**config.mk**
```make
export PLATFORM = sky130hd
export DESIGN_NAME = rcl_config_loader
export DESIGN_NICKNAME = d
export VERILOG_FILES = /design/src/inc/rcl_pkg.sv /design/src/inc/rcl_cfg_if.sv /design/src/design/rcl_config_loader.sv /design/src/design/rcl_decode.sv
export SDC_FILE = /design/constraint.sdc
export NUM_CORES = 1
export LEC_CHECK = 0
export BUFFER_PORTS_ARGS = -buffer_cell sky130_fd_sc_hd__buf_2
export CAP_MARGIN = 10
export CORE_ASPECT_RATIO = 0.75
export CORE_MARGIN = 2
export CORE_UTILIZATION = 43
export CTS_CLUSTER_DIAMETER = 40
export DETAILED_ROUTE_END_ITERATION = 7
export PLACE_DENSITY = 0.81
export SYNTH_ARGS = -nofsm -noshare
export SYNTH_HDL_FRONTEND = slang
export SYNTH_SLANG_ARGS = --single-unit
```
**constraint.sdc**
```tcl
create_clock -name REF_CLK -period 2.7 [get_ports REF_CLK]
set_input_delay 0.27 -clock REF_CLK [delete_from_list [all_inputs] [get_ports REF_CLK]]
set_output_delay 0.27 -clock REF_CLK [all_outputs]
set_load 0.03 [all_outputs]
```
**src/inc/rcl_pkg.sv**
```systemverilog
package rcl_pkg;
  // register map (byte offsets on the plain register port)
  localparam logic [7:0] CFG_BYTE_OFFSET    = 8'hEF;
  localparam logic [7:0] CODE_SIZE_OFFSET   = 8'hE0;
  localparam logic [7:0] STATUS_OFFSET      = 8'hE1;
  // field positions in the configuration byte
  localparam int         OSC_SEL_HI         = 5;
  localparam int         OSC_SEL_LO         = 4;
  localparam int         LOCK_HI            = 1;
  localparam int         LOCK_LO            = 0;
  localparam logic [7:0] CFG_USED_MASK      = 8'h33;
  // erased byte: lock bits unprogrammed, widest oscillator range
  localparam logic [7:0] CFG_BYTE_RESET     = 8'h33;
  // code array size limits in kilobytes
  localparam int         CODE_KB_MIN        = 16;
  localparam int         CODE_KB_MAX        = 32;
  localparam int         CODE_KB_DEFAULT    = 32;
  // load sequence: cycles to wait for the array to settle
  localparam logic [3:0] LOAD_SETTLE_CYCLES = 4'h4;

  typedef enum logic [1:0] {
    RCL_OSC_FORBIDDEN = 2'b00,
    RCL_OSC_8MHZ      = 2'b01,
    RCL_OSC_16MHZ     = 2'b10,
    RCL_OSC_32MHZ     = 2'b11
  } rcl_osc_t;

  typedef enum logic [1:0] {
    RCL_LOAD_WAIT = 2'b00,
    RCL_LOAD_READ = 2'b01,
    RCL_LOAD_DONE = 2'b10
  } rcl_load_t;
endpackage
```
**src/inc/rcl_cfg_if.sv**
```systemverilog
`timescale 1ns/1ps
interface rcl_cfg_if;
  logic [7:0] cfg_byte;
  logic       cfg_valid;
  logic       osc_8mhz;
  logic       osc_16mhz;
  logic       osc_32mhz;
  logic       osc_bad;
  logic [1:0] security_level;
  logic       read_protect;
  modport loader (output cfg_byte, output cfg_valid,
                  input  osc_8mhz, input osc_16mhz, input osc_32mhz,
                  input  osc_bad, input security_level, input read_protect);
  modport decoder (input cfg_byte, input cfg_valid,
                   output osc_8mhz, output osc_16mhz, output osc_32mhz,
                   output osc_bad, output security_level,
                   output read_protect);
endinterface

```
**src/design/rcl_config_loader.sv**
```systemverilog
// Notes on behaviour
// - code array of 16 to 32 KB, separate one-byte configuration array
// - start-up options and security level come from the stored byte
// - start single-rate with default oscillator unless byte says otherwise
// - bits 5:4 select oscillator range 32, 16 or 8 MHz
// - both lock bits unprogrammed: level 1, programmer may read ROM
// - upper lock programmed, lower not: level 3, programmer reads refused
// - lock bits at 1:0; bits 7, 6, 3, 2 reserved, no function
`timescale 1ns/1ps
module rcl_config_loader
  import rcl_pkg::*;
#(
  parameter int CODE_KB = CODE_KB_DEFAULT
)(
  // clock and reset
  input  wire logic        REF_CLK,
  input  wire logic        NRST,
  // non-volatile configuration array cell
  input  wire logic [7:0]  NV_CFG_BYTE,
  // external programmer read port into the code array
  input  wire logic        PRG_RD,
  input  wire logic [14:0] PRG_ADDR,
  input  wire logic [7:0]  CODE_RD_DATA,
  output logic [14:0]      CODE_RD_ADDR,
  output logic [7:0]       PRG_RD_DATA,
  output logic             PRG_RD_VALID,
  output logic             PRG_RD_REFUSED,
  // applied start-up options
  output logic             CFG_READY,
  output logic             SINGLE_RATE_CLOCKING,
  output logic             OSC_8MHZ,
  output logic             OSC_16MHZ,
  output logic             OSC_32MHZ,
  output logic             OSC_CFG_BAD,
  output logic [1:0]       SECURITY_LEVEL,
  // register port
  input  wire logic [7:0]  REG_ADDR,
  input  wire logic [7:0]  REG_WDATA,
  input  wire logic        REG_WR,
  input  wire logic        REG_RD,
  output logic [7:0]       REG_RDATA
);
  localparam int CODE_BYTES = CODE_KB * 1024;

  rcl_cfg_if cfg ();

  // load sequencer
  rcl_load_t  state_q;
  rcl_load_t  state_d;
  logic [3:0] settle_q;
  logic [3:0] settle_d;
  logic       settle_end;
  logic       load_done;

  // held configuration byte
  logic [7:0] cfg_byte_q;
  logic [7:0] cfg_byte_d;

  // programmer read answer
  logic       addr_in_range;
  logic       lock_open;
  logic       prg_accept;
  logic       prg_refuse;
  logic       valid_q;
  logic       refused_q;
  logic [7:0] prg_rdata_d;

  // register port
  logic [7:0] status_byte;
  logic [7:0] reg_rdata_d;

  assign settle_end = (settle_q == LOAD_SETTLE_CYCLES - 4'h1);
  assign load_done  = (state_q == RCL_LOAD_DONE);

  // the array output gets a few cycles to settle before it is trusted
  always_comb begin
    state_d  = state_q;
    settle_d = settle_q;
    case (state_q)
      RCL_LOAD_WAIT: begin
        if (settle_end) begin
          state_d = RCL_LOAD_READ;
        end else begin
          settle_d = settle_q + 4'h1;
        end
      end
      RCL_LOAD_READ: begin
        state_d = RCL_LOAD_DONE;
      end
      RCL_LOAD_DONE: begin
        state_d = RCL_LOAD_DONE;
      end
      default: begin
        state_d  = RCL_LOAD_WAIT;
        settle_d = 4'h0;
      end
    endcase
  end

  always_ff @(posedge REF_CLK or negedge NRST) begin
    if (!NRST) begin
      state_q <= RCL_LOAD_WAIT;
    end else begin
      state_q <= state_d;
    end
  end

  always_ff @(posedge REF_CLK or negedge NRST) begin
    if (!NRST) begin
      settle_q <= 4'h0;
    end else begin
      settle_q <= settle_d;
    end
  end

  // one byte, separate from the code array, captured once after reset;
  // reserved bits are dropped so they can never steer anything
  always_comb begin
    cfg_byte_d = cfg_byte_q;
    if (state_q == RCL_LOAD_READ) begin
      cfg_byte_d = NV_CFG_BYTE & CFG_USED_MASK;
    end
  end

  always_ff @(posedge REF_CLK or negedge NRST) begin
    if (!NRST) begin
      cfg_byte_q <= CFG_BYTE_RESET;
    end else begin
      cfg_byte_q <= cfg_byte_d;
    end
  end

  assign cfg.cfg_byte  = cfg_byte_q;
  assign cfg.cfg_valid = load_done;

  rcl_decode u_decode (
    .cfg (cfg)
  );

  assign CFG_READY            = cfg.cfg_valid;
  // no field selects double rate, so single-rate always stands
  assign SINGLE_RATE_CLOCKING = 1'b1;
  assign OSC_8MHZ             = cfg.osc_8mhz;
  assign OSC_16MHZ            = cfg.osc_16mhz;
  // before the load finishes the default (widest) oscillator range runs
  assign OSC_32MHZ            = cfg.osc_32mhz;
  assign OSC_CFG_BAD          = cfg.osc_bad & cfg.cfg_valid;
  assign SECURITY_LEVEL       = cfg.security_level;

  // refused while locked or before the configuration is known, so no
  // byte leaks during start-up; addresses past the array are refused too
  assign addr_in_range = (32'(PRG_ADDR) < CODE_BYTES);
  assign lock_open     = load_done & !cfg.read_protect;
  assign prg_accept    = PRG_RD & lock_open & addr_in_range;
  assign prg_refuse    = PRG_RD & !(lock_open & addr_in_range);

  assign CODE_RD_ADDR = PRG_ADDR;

  always_ff @(posedge REF_CLK or negedge NRST) begin
    if (!NRST) begin
      valid_q <= 1'b0;
    end else begin
      valid_q <= prg_accept;
    end
  end

  always_ff @(posedge REF_CLK or negedge NRST) begin
    if (!NRST) begin
      refused_q <= 1'b0;
    end else begin
      refused_q <= prg_refuse;
    end
  end

  // a refused read answers zero, never the array byte behind it
  always_comb begin
    prg_rdata_d = 8'h00;
    if (prg_accept) begin
      prg_rdata_d = CODE_RD_DATA;
    end
  end

  always_ff @(posedge REF_CLK or negedge NRST) begin
    if (!NRST) begin
      PRG_RD_DATA <= 8'h00;
    end else begin
      PRG_RD_DATA <= prg_rdata_d;
    end
  end

  assign PRG_RD_VALID   = valid_q;
  assign PRG_RD_REFUSED = refused_q;

  assign status_byte = {3'h0, OSC_CFG_BAD,
                        cfg.read_protect, SECURITY_LEVEL,
                        CFG_READY};

  // register port: the byte is read-only, so writes are ignored
  always_comb begin
    reg_rdata_d = 8'h00;
    if (REG_RD) begin
      case (REG_ADDR)
        CFG_BYTE_OFFSET: begin
          reg_rdata_d = cfg_byte_q;
        end
        CODE_SIZE_OFFSET: begin
          reg_rdata_d = 8'(CODE_KB);
        end
        STATUS_OFFSET: begin
          reg_rdata_d = status_byte;
        end
        default: begin
          reg_rdata_d = 8'h00;
        end
      endcase
    end
  end

  always_ff @(posedge REF_CLK or negedge NRST) begin
    if (!NRST) begin
      REG_RDATA <= 8'h00;
    end else begin
      REG_RDATA <= reg_rdata_d;
    end
  end
endmodule

```
**src/design/rcl_decode.sv**
```systemverilog
`timescale 1ns/1ps
module rcl_decode
  import rcl_pkg::*;
(
  // loaded configuration
  rcl_cfg_if.decoder cfg
);
  logic [1:0] osc_sel;
  logic [1:0] lock;

  assign osc_sel = cfg.cfg_byte[OSC_SEL_HI:OSC_SEL_LO];
  assign lock    = cfg.cfg_byte[LOCK_HI:LOCK_LO];

  always_comb begin
    cfg.osc_8mhz  = 1'b0;
    cfg.osc_16mhz = 1'b0;
    cfg.osc_32mhz = 1'b0;
    cfg.osc_bad   = 1'b0;
    case (rcl_osc_t'(osc_sel))
      RCL_OSC_32MHZ: cfg.osc_32mhz = 1'b1;
      RCL_OSC_16MHZ: cfg.osc_16mhz = 1'b1;
      RCL_OSC_8MHZ:  cfg.osc_8mhz  = 1'b1;
      default:       cfg.osc_bad   = 1'b1;
    endcase
  end

  // lock bits read 1 when unprogrammed; an undefined lock code is treated
  // as protected, the safe side for a read-out request
  always_comb begin
    cfg.security_level = 2'h1;
    cfg.read_protect   = 1'b1;
    case (lock)
      2'b11: begin
        cfg.security_level = 2'h1;
        cfg.read_protect   = 1'b0;
      end
      2'b01: begin
        cfg.security_level = 2'h3;
        cfg.read_protect   = 1'b1;
      end
      default: begin
        cfg.security_level = 2'h3;
        cfg.read_protect   = 1'b1;
      end
    endcase
  end
endmodule

```
==> results of run 1 <==
[metal layers]
| layer | global-route usage, % | share of wire (%) | wire length [um] |
|---|---|---|---|
| met4 | 8.16 | 2.3 | 51 |
| met2 | 22.5 | 47 | 1050 |
| met3 | 4.63 | 9.8 | 218 |
| met1 | 16.0 | 41 | 910 |
| met5 | 0 | 0 | 0 |
[critical path: cells and delay by family (launching register included)]
family | cells | cell delay (ps)
adders and majority gates | 1 | 220
buffers and inverters | 2 | 330
and+or+nand+nor | 1 | 260
DFF | 1 | 400
[worst max-delay path by stage]
stage | endpoint | slack, ps | depth (start not counted)
2_1_floorplan | REG_RDATA[4] | 660 | 5
3_3_place_gp | OSC_CFG_BAD | 1270 | 4
3_5_place_dp | settle_q[1] | 1240 | 4
4_1_cts | OSC_CFG_BAD | 940 | 4
5_1_grt | OSC_CFG_BAD | 820 | 4
6_report | OSC_CFG_BAD | 940 | 4
[registers in the layout, indices dropped and copies added, names as in the netlist]
signal / flops
PRG_RD_VALID: 1
settle_q: 4
PRG_RD_DATA: 8
PRG_RD_REFUSED: 1
state_q: 2
cfg.cfg_byte: 4
REG_RDATA: 5
[where the power goes]
group          internal (uW)  total [uW]  switching, uW
Combinational           26.3        74.9           48.6
Clock                    105         220            116
Sequential               384         389           4.72
Total                    515         684            169
[logic make-up after synthesis]
kind of cell / synth area share [%]
adder cells (fa/ha/maj): 3.97
AO/OA/AOI/OAI: 5.56
flip-flops: 50.0
buffers and inverters: 14.8
multiplexers: 5.16
AND/OR/NAND/NOR: 19.9
other: 0.595
[cells in the mapped netlist, drive strengths merged (3+ instances only)]
library cell	number
buf	23
dfrtp	21
and2	10
nor2	7
nand3	6
inv	5
nand2	5
o21ai	5
a21oi	4
dfstp	4
ha	4
mux2	4
nor2b	3
nor3b	3
[final cells by class]
class                           count  share of cell area, %
Clock buffer                        3                   2.89
Clock inverter                      1                  0.525
Inverter                            5                   1.31
Multi-Input combinational cell     68                   31.6
Sequential cell                    25                   44.1
Tap cell                           36                   3.15
Timing Repair Buffer               46                   16.4
[layout by cell type, fill, tap and decap left out, types with 2 or more instances in the layout]
cell type / n
clkbuf_8: 3
mux2i_1: 2
inv_1: 5
ha_1: 4
nor2_1: 7
and2_1: 10
mux2_2: 4
nand2_1: 5
nand4_1: 2
nand3_1: 6
a21oi_1: 4
dfrtp_1: 21
conb_1: 4
buf_2: 45
nor2b_1: 3
o21ai_0: 5
nor3b_1: 2
dfstp_2: 4
[through the flow]
stage	setup WS [ps]	instances	utilization (%)
after CTS	944	184	52.9
after global routing	825	184	52.9
after floorplan	659	121	-
after global placement	1270	179	50.7
final	943	184	52.9
after detailed placement	1240	179	50.7
==> metrics.csv, run 1 <==
metric,value,unit
Hold WS,206,ps
Post-DP Area,1370,sq um
layout cells sized above 1,39.9,%
vias post-DR,882,
GRT Util Overall,13.9,%
status,finished clean,
Relative slew margins,65.3,%
Die X,66.5,um
synthesized cell area,1260,sq um
max-cap violation count,0,
Yosys warning count,0,
Worst Clk Skew,1.71,ps
CP startpoint kind,flip-flop,
fillcell total,246,
Crit path arrival time,1490,ps
die area,3390,sq um
power density over the cells,478,nW/um^2
Critical Path RT,2430,ps
area used by multi-input combinational logic,452,sq um
sequential area share after synthesis,50.0,%
Placer Congestion,0.795,
FF-to-FF path depth,4,
drt pass-1 iters,4,
fin area,1430,sq um
max incr delay on CP,400,ps
"Setup Fix Bufs, Post-CTS",0,
crit share post-route,65.1,%
final number of max-transition violations,0,
share of the synthesized area in the top cell type,41.7,%
gr ovfl total,0,
Critical Path Slowest Stage Cell,dfrtp_1,
starting utilization of the core area,46.7,%
initial antenna violation count,0,
Top-Level Pins,93,
total power,684,uW
worst setup path class,reg -> out,
synthesized flop and latch total,25,
f_max,0.569,GHz
Hold Crit Class,in -> reg,
DR WL/cell,12.1,um
# clock sinks,25,
H-tree depth,1,
post-DP HPWL,1790,um
clock-pin transition on the worst setup and hold timing paths,80,ps
post-cts hold buffer count,1,
n_diodes,0,
largest net degree at the start of global routing,26,
Core Area,2700,sq um
Post-Route WL,2220,um
Critical Path Start,state_q[0],
CTS Buffer Depth,2,
r2r setup slk,1230,ps
Root Buffer,clkbuf_8,
number of synthesized flops with an enable pin,0,
Die H,50.9,um
CTS tree,done,
Inserted Clock Buffers,3,
R2R Path End,settle_q[1],
post-layout min period,1760,ps
syn_area_per_cell,10.6,sq um
row cnt,16,
synth unique cells,28,
Worst setup EP type,primary output,
Final Setup Violations,0,
prevailing post-synth register cell,dfrtp_1,
critical path peak fanout,4,
DRT iter0 DRCs,64,
synthesized instance count,119,
reg2reg start,settle_q[0],
ANT nets after route,0,
WHS Path Cells,2,
DRC Markers,0,
Final nets,205,
Slew @ Worst Pin,520,ps
post-route setup TNS,0,ps
min-delay src,CODE_RD_DATA[1],
crit path cell chain,inv_1 -> ha_1 -> nor3b_1 -> buf_2,
vias per inst,4.79,
Leakage,0.000748,uW
post_cts resized,0,
port bufs,45,
vias in the first global route,820,
Synth async-reset ratio,100,%
Worst Hold End,PRG_RD_DATA[1],
Worst VDD drop,0.199,mV
sequential cell area,631,sq um
RSZ-0062 raised after global routing,false,
largest cells by area after synthesis,"dfrtp_1, buf_4, dfstp_2",
worst skew pair latency,270,ps
first-pass GRT wire length,3550,um
Area Growth Syn to Fin,13.4,%
"Hold Vio Cnt, Final",0,
"area leader, netlist",dfrtp_1,
Note: power is estimated with default switching activity, not from simulation.
==> inputs of run 2 (changes only) <==
CORE_UTILIZATION = 36   (was 43)
PLACE_DENSITY = 0.72   (was 0.81)
clock period = 1.5 ns   (was 2.7 ns; I/O delays follow)
==> run 2 against run 1 <==
Clock power increased by 83%. Design area increased by 4.9%. Clock skew decreased by 1.0 ps. Via count increased by 6.1%. Critical path depth unchanged.
==> metrics.csv, run 2 (same netlist as run 1, synthesis figures left out) <==
metric,value,unit,change
status,finished clean,,
ANT nets after route,0,,unchanged
met3 Usage GRT,4.74,%,+0.12 points
Slew @ Worst Pin,538,ps,+17.1 ps
GRT Util Overall,13.1,%,-0.84 points
Worst Clk Skew,0.669,ps,-1.04 ps
Core Area,3310,sq um,+23%
row cnt,18,,+2
CTS tree,done,,
non-filler instance count after layout,192,,+4.3%
Post-Route WL,2520,um,+13%
first-pass GRT wire length,4090,um,+15%
starting utilization of the core area,38.1,%,-8.6 points
CP startpoint kind,flip-flop,,
Root Buffer,clkbuf_8,,
DR WL/cell,13.1,um,+8.4%
Worst setup EP type,flip-flop,,
Crit path arrival time,1600,ps,+110 ps
f_max,0.695,GHz,
# placed instances,184,,+2.8%
critical path peak fanout,5,,+1
grt peak-use layer,met2,,
Clock power frac,32.3,%,about the same
clock-pin transition on the worst setup and hold timing paths,90,ps,about the same
DRC Markers,0,,unchanged
H-tree depth,1,,unchanged
Critical Path RT,1660,ps,-770 ps
Final nets,209,,+2.0%
Worst VDD drop,0.299,mV,+51%
vias per inst,4.88,,+1.7%
"Hold Vio Cnt, Final",0,,unchanged
n_diodes,0,,unchanged
DRT iter0 DRCs,65,,+1.6%
Largest Register,PRG_RD_DATA,,
# clock sinks,25,,unchanged
vias post-DR,936,,+6.1%
die area,4000,sq um,+18%
Regs by FF count,"PRG_RD_DATA: 8 flops, REG_RDATA: 5 flops",,
max-cap violation count,0,,unchanged
initial antenna violation count,0,,unchanged
worst setup path class,reg -> reg,,
Relative slew margins,64.2,%,-1.1 points
Hold WS,80.4,ps,-126 ps
Top-Level Pins,93,,unchanged
Psw,314,uW,+86%
final number of max-transition violations,0,,unchanged
Area Growth Syn to Fin,18.9,%,
Inserted Clock Buffers,3,,unchanged
Hold Crit Class,in -> reg,,
layout cells sized above 1,44.7,%,+4.9 points
Final Setup Violations,0,,unchanged
port bufs,45,,unchanged
drt pass-1 iters,4,,unchanged
post-DP HPWL,1890,um,+5.4%
Sequential Power Share,56.4,%,-0.5 points
Die X,72.3,um,+8.7%
Largest register FFs,8,,unchanged
gr ovfl total,0,,unchanged
"commonest non-fill, non-tap cells in the layout","buf_2, dfrtp_1, and2_1, nor2_1, nand3_1",,
Int Power,932,uW,+81%
GR Util met1,14.9,%,-1.1 points
vias in the first global route,902,,+10%
grt met2 use,20.8,%,-1.7 points
crit share post-route,96.0,%,
post-layout min period,1440,ps,
Logic pwr share,11.3,%,+0.4 points
total power,1250,uW,+82%
switching share of total power,25.2,%,+0.49 points
Die H,55.3,um,+8.6%
Placer Congestion,0.952,,+20%
Leakage,0.000772,uW,+3.2%
post-route setup TNS,0,ps,unchanged
power density over the cells,830,nW/um^2,+74%
largest net degree at the start of global routing,26,,unchanged
worst skew pair latency,270,ps,about the same
"most common cell after layout, fill and taps aside",buf_2,,
Final Core Density,45.3,%,-7.6 points
CTS Buffer Depth,2,,unchanged
run 2: critical path, cell delays in order (launching register included):
cell	delay [ps]
dfrtp_1	420
ha_2	220
nor3b_4	290
nor3b_1	100
a221o_1	300
run 2: layout make-up:
cell class                      count  area, sq um
Tap cell                           40         50.0
Fill cell                         308         1810
Clock buffer                        3         41.3
Timing Repair Buffer               50          272
Multi-Input combinational cell     68          480
Sequential cell                    25          631
Inverter                            5         18.8
Clock inverter                      1         7.51
run 2: path summary, 6_finish.rpt:
path                                  from              end  slack, ps  cells past startpoint
setup / recovery               settle_q[0]      settle_q[1]         60                      4
hold / removal             CODE_RD_DATA[3]   PRG_RD_DATA[3]         80                      2
setup reg to reg               settle_q[0]      settle_q[1]         60                      4
min in group asynchronous             NRST     REG_RDATA[4]        380                      2
hold reg to reg            cfg.cfg_byte[1]     REG_RDATA[1]        540                      2
max in group asynchronous             NRST  cfg.cfg_byte[5]        740                      2
run 2: layer usage:
layer	routed length (um)	vias up	share of wire, %
met2	1210	53	48
met3	312	21	12
met5	0	-	0
li1	-	439	-
met1	893	423	35
met4	99	0	3.9
run 2: timing repair:
item / 4_1_cts / 5_1_grt
hold buffers: 1 / 0
buffers inserted: 0 / 3
pin swaps: 1 / 0
endpoints found under the hold margin: 21 / 0
gates resized for setup: 3 / 3
endpoints found under the setup margin: 1 / 3
run 2: power by group through the flow:
stage / registers [uW] / clock network (uW) / logic [uW]
floorplan: 731 / 0 / 139
global placement: 714 / 0 / 133
detailed placement: 715 / 0 / 138
CTS: 702 / 415 / 143
global route: 704 / 442 / 154
finish: 702 / 403 / 141
run 2: per-stage QoR:
| stage | area, sq um | setup slack [ps] |
|---|---|---|
| global placement | 1400 | 118 |
| finish | 1500 | 60.3 |
| detailed placement | 1400 | 14.5 |
| CTS | 1470 | 9.46 |
| global route | 1500 | -10.0 |
| floorplan | 1280 | 12.0 |
==> inputs of run 3 (changes only) <==
ABC_CLOCK_PERIOD_IN_PS = 1480   (was unset)
CORE_UTILIZATION = 40   (was 36)
PLACE_DENSITY = 0.76   (was 0.72)
clock period = 1.48 ns   (was 1.5 ns; I/O delays follow)
==> run 3 against run 2 <==
First-iteration DRC count down 15%. Largest cell class unchanged. Worst setup slack worse by 3.5 ps. Critical path type is now reg -> out. Design area up 0.33%. Sequential cell count unchanged. Clock power up 2%. Largest power group unchanged.
==> metrics.csv, run 3 (same netlist as run 1, synthesis figures left out) <==
metric,value,unit,change
status,finished clean,,
die area,3620,sq um,-9.4%
Inserted Clock Buffers,3,,unchanged
largest net degree at the start of global routing,26,,unchanged
ANT nets after route,0,,unchanged
post-layout min period,1420,ps,
critical path peak fanout,3,,-2
Worst Clk Skew,4.19,ps,+3.52 ps
initial antenna violation count,0,,unchanged
max incr delay on CP,410,ps,about the same
Largest Register,PRG_RD_DATA,,
max-cap violation count,0,,unchanged
vias in the first global route,807,,-11%
crit path cell chain,inv_2 -> ha_4 -> nor3b_4 -> buf_6,,
CP startpoint kind,flip-flop,,
n_diodes,0,,unchanged
CTS Buffer Depth,2,,unchanged
row cnt,17,,-1
GRT Util Overall,14.1,%,+1.1 points
# clock sinks,25,,unchanged
Relative slew margins,64.0,%,-0.15 points
Core Area,2980,sq um,-10%
f_max,0.703,GHz,
"most common cell after layout, fill and taps aside",buf_2,,
crit share post-route,96.2,%,
DR WL/cell,12.7,um,-3.4%
power density over the cells,840,nW/um^2,+1.2%
total power,1260,uW,+1.5%
worst skew pair latency,270,ps,about the same
worst setup path class,reg -> out,,
pre-CTS WS,70.1,ps,+55.5 ps
Root Buffer,clkbuf_8,,
"commonest non-fill, non-tap cells in the layout","buf_2, dfrtp_1, and2_1, nor2_1, nand3_1",,
vias post-DR,938,,+0.21%
Worst VDD drop,0.431,mV,+44%
CTS tree,done,,
clock-pin transition on the worst setup and hold timing paths,90,ps,about the same
post-DP HPWL,1920,um,+1.7%
"Hold Vio Cnt, Final",0,,unchanged
DRT iter0 DRCs,55,,-15%
Critical Path RT,1330,ps,-330 ps
first-pass GRT wire length,3700,um,-9.6%
fillcell total,283,,-8.1%
Placer Congestion,0.715,,-25%
Slew @ Worst Pin,540,ps,+2.29 ps
Die X,68.8,um,-4.8%
Final Setup Violations,0,,unchanged
layout cells sized above 1,45.1,%,+0.36 points
gr ovfl total,0,,unchanged
Post-Route WL,2420,um,-3.9%
Leakage,0.000776,uW,+0.54%
Largest register FFs,8,,unchanged
Hold Crit Class,in -> reg,,
starting utilization of the core area,42.4,%,+4.3 points
port bufs,45,,unchanged
Die H,52.6,um,-4.8%
Regs by FF count,"PRG_RD_DATA: 8 flops, REG_RDATA: 5 flops",,
Area Growth Syn to Fin,19.3,%,
final number of max-transition violations,0,,unchanged
Final Core Density,50.5,%,+5.2 points
RSZ-0062 raised after global routing,true,,
Final nets,210,,+0.48%
drt pass-1 iters,4,,unchanged
Worst setup EP type,primary output,,
H-tree depth,1,,unchanged
DRC Markers,0,,unchanged
Crit path arrival time,1280,ps,-320 ps
worst setup margin,56.7,ps,-3.54 ps
Critical Path Slowest Stage Cell,dfrtp_1,,
vias per inst,4.91,,+0.74%
Top-Level Pins,93,,unchanged
[run 3: critical path: cells and delay by family (launching register included)]
family / cells / cell delay [ps]
fa+ha+maj: 1 / 140
buf+inv: 2 / 260
flops: 1 / 410
simple gates: 1 / 210
[run 3: what timing repair did]
| action | 4_1_cts | 5_1_grt |
|---|---|---|
| gates resized for setup | 2 | 3 |
| setup endpoints to repair | 1 | 3 |
| pin swaps | 0 | 1 |
| hold buffers | 1 | 0 |
| endpoints found under the hold margin | 21 | 0 |
| buffers inserted | 0 | 3 |
[run 3: per-layer routing]
metal / GRT usage (%) / vias to the layer above / wire length, um
li1: - / 443 / -
met1: 15.4 / 440 / 949
met2: 24.0 / 50 / 1140
met3: 5.81 / 5 / 291
met4: 5.88 / 0 / 34
met5: 0 / - / 0
[run 3: metrics by stage]
stage          hold slack (ps)  setup TNS [ps]  instances  instance area (sq um)
3_3_place_gp               150               0        183                   1410
5_1_grt                   68.4           -14.3        191                   1510
4_1_cts                   73.6               0        188                   1470
3_5_place_dp               163               0        183                   1410
6_report                  77.5               0        191                   1510
2_1_floorplan             -148               0        121                   1290
[run 3: where the power goes]
part | internal [uW] | switching (uW) | total (uW)
combinational | 52.2 | 90.2 | 142
sequential | 701 | 9.70 | 711
clock | 191 | 220 | 411
total | 944 | 320 | 1260
[run 3: final timing paths]
check                      cells after the start  slack (ps)              end             from
setup / recovery                               4          60      OSC_CFG_BAD       state_q[0]
hold / removal                                 2          80   PRG_RD_DATA[3]  CODE_RD_DATA[3]
setup reg to reg                               4          80      settle_q[1]      settle_q[1]
hold reg to reg                                2         550     REG_RDATA[0]  cfg.cfg_byte[0]
max in group asynchronous                      2         730  cfg.cfg_byte[5]             NRST
min in group asynchronous                      2         390   PRG_RD_DATA[3]             NRST
[run 3: layout make-up]
class	instances	area, sq um	area share (%)
sequential	25	631	41.9
clock inverter	1	7.51	0.499
multi-input combinational	68	480	31.9
timing repair buffer	51	279	18.5
clock buffer	3	41.3	2.74
inverter	5	18.8	1.25
tap	38	47.5	3.16
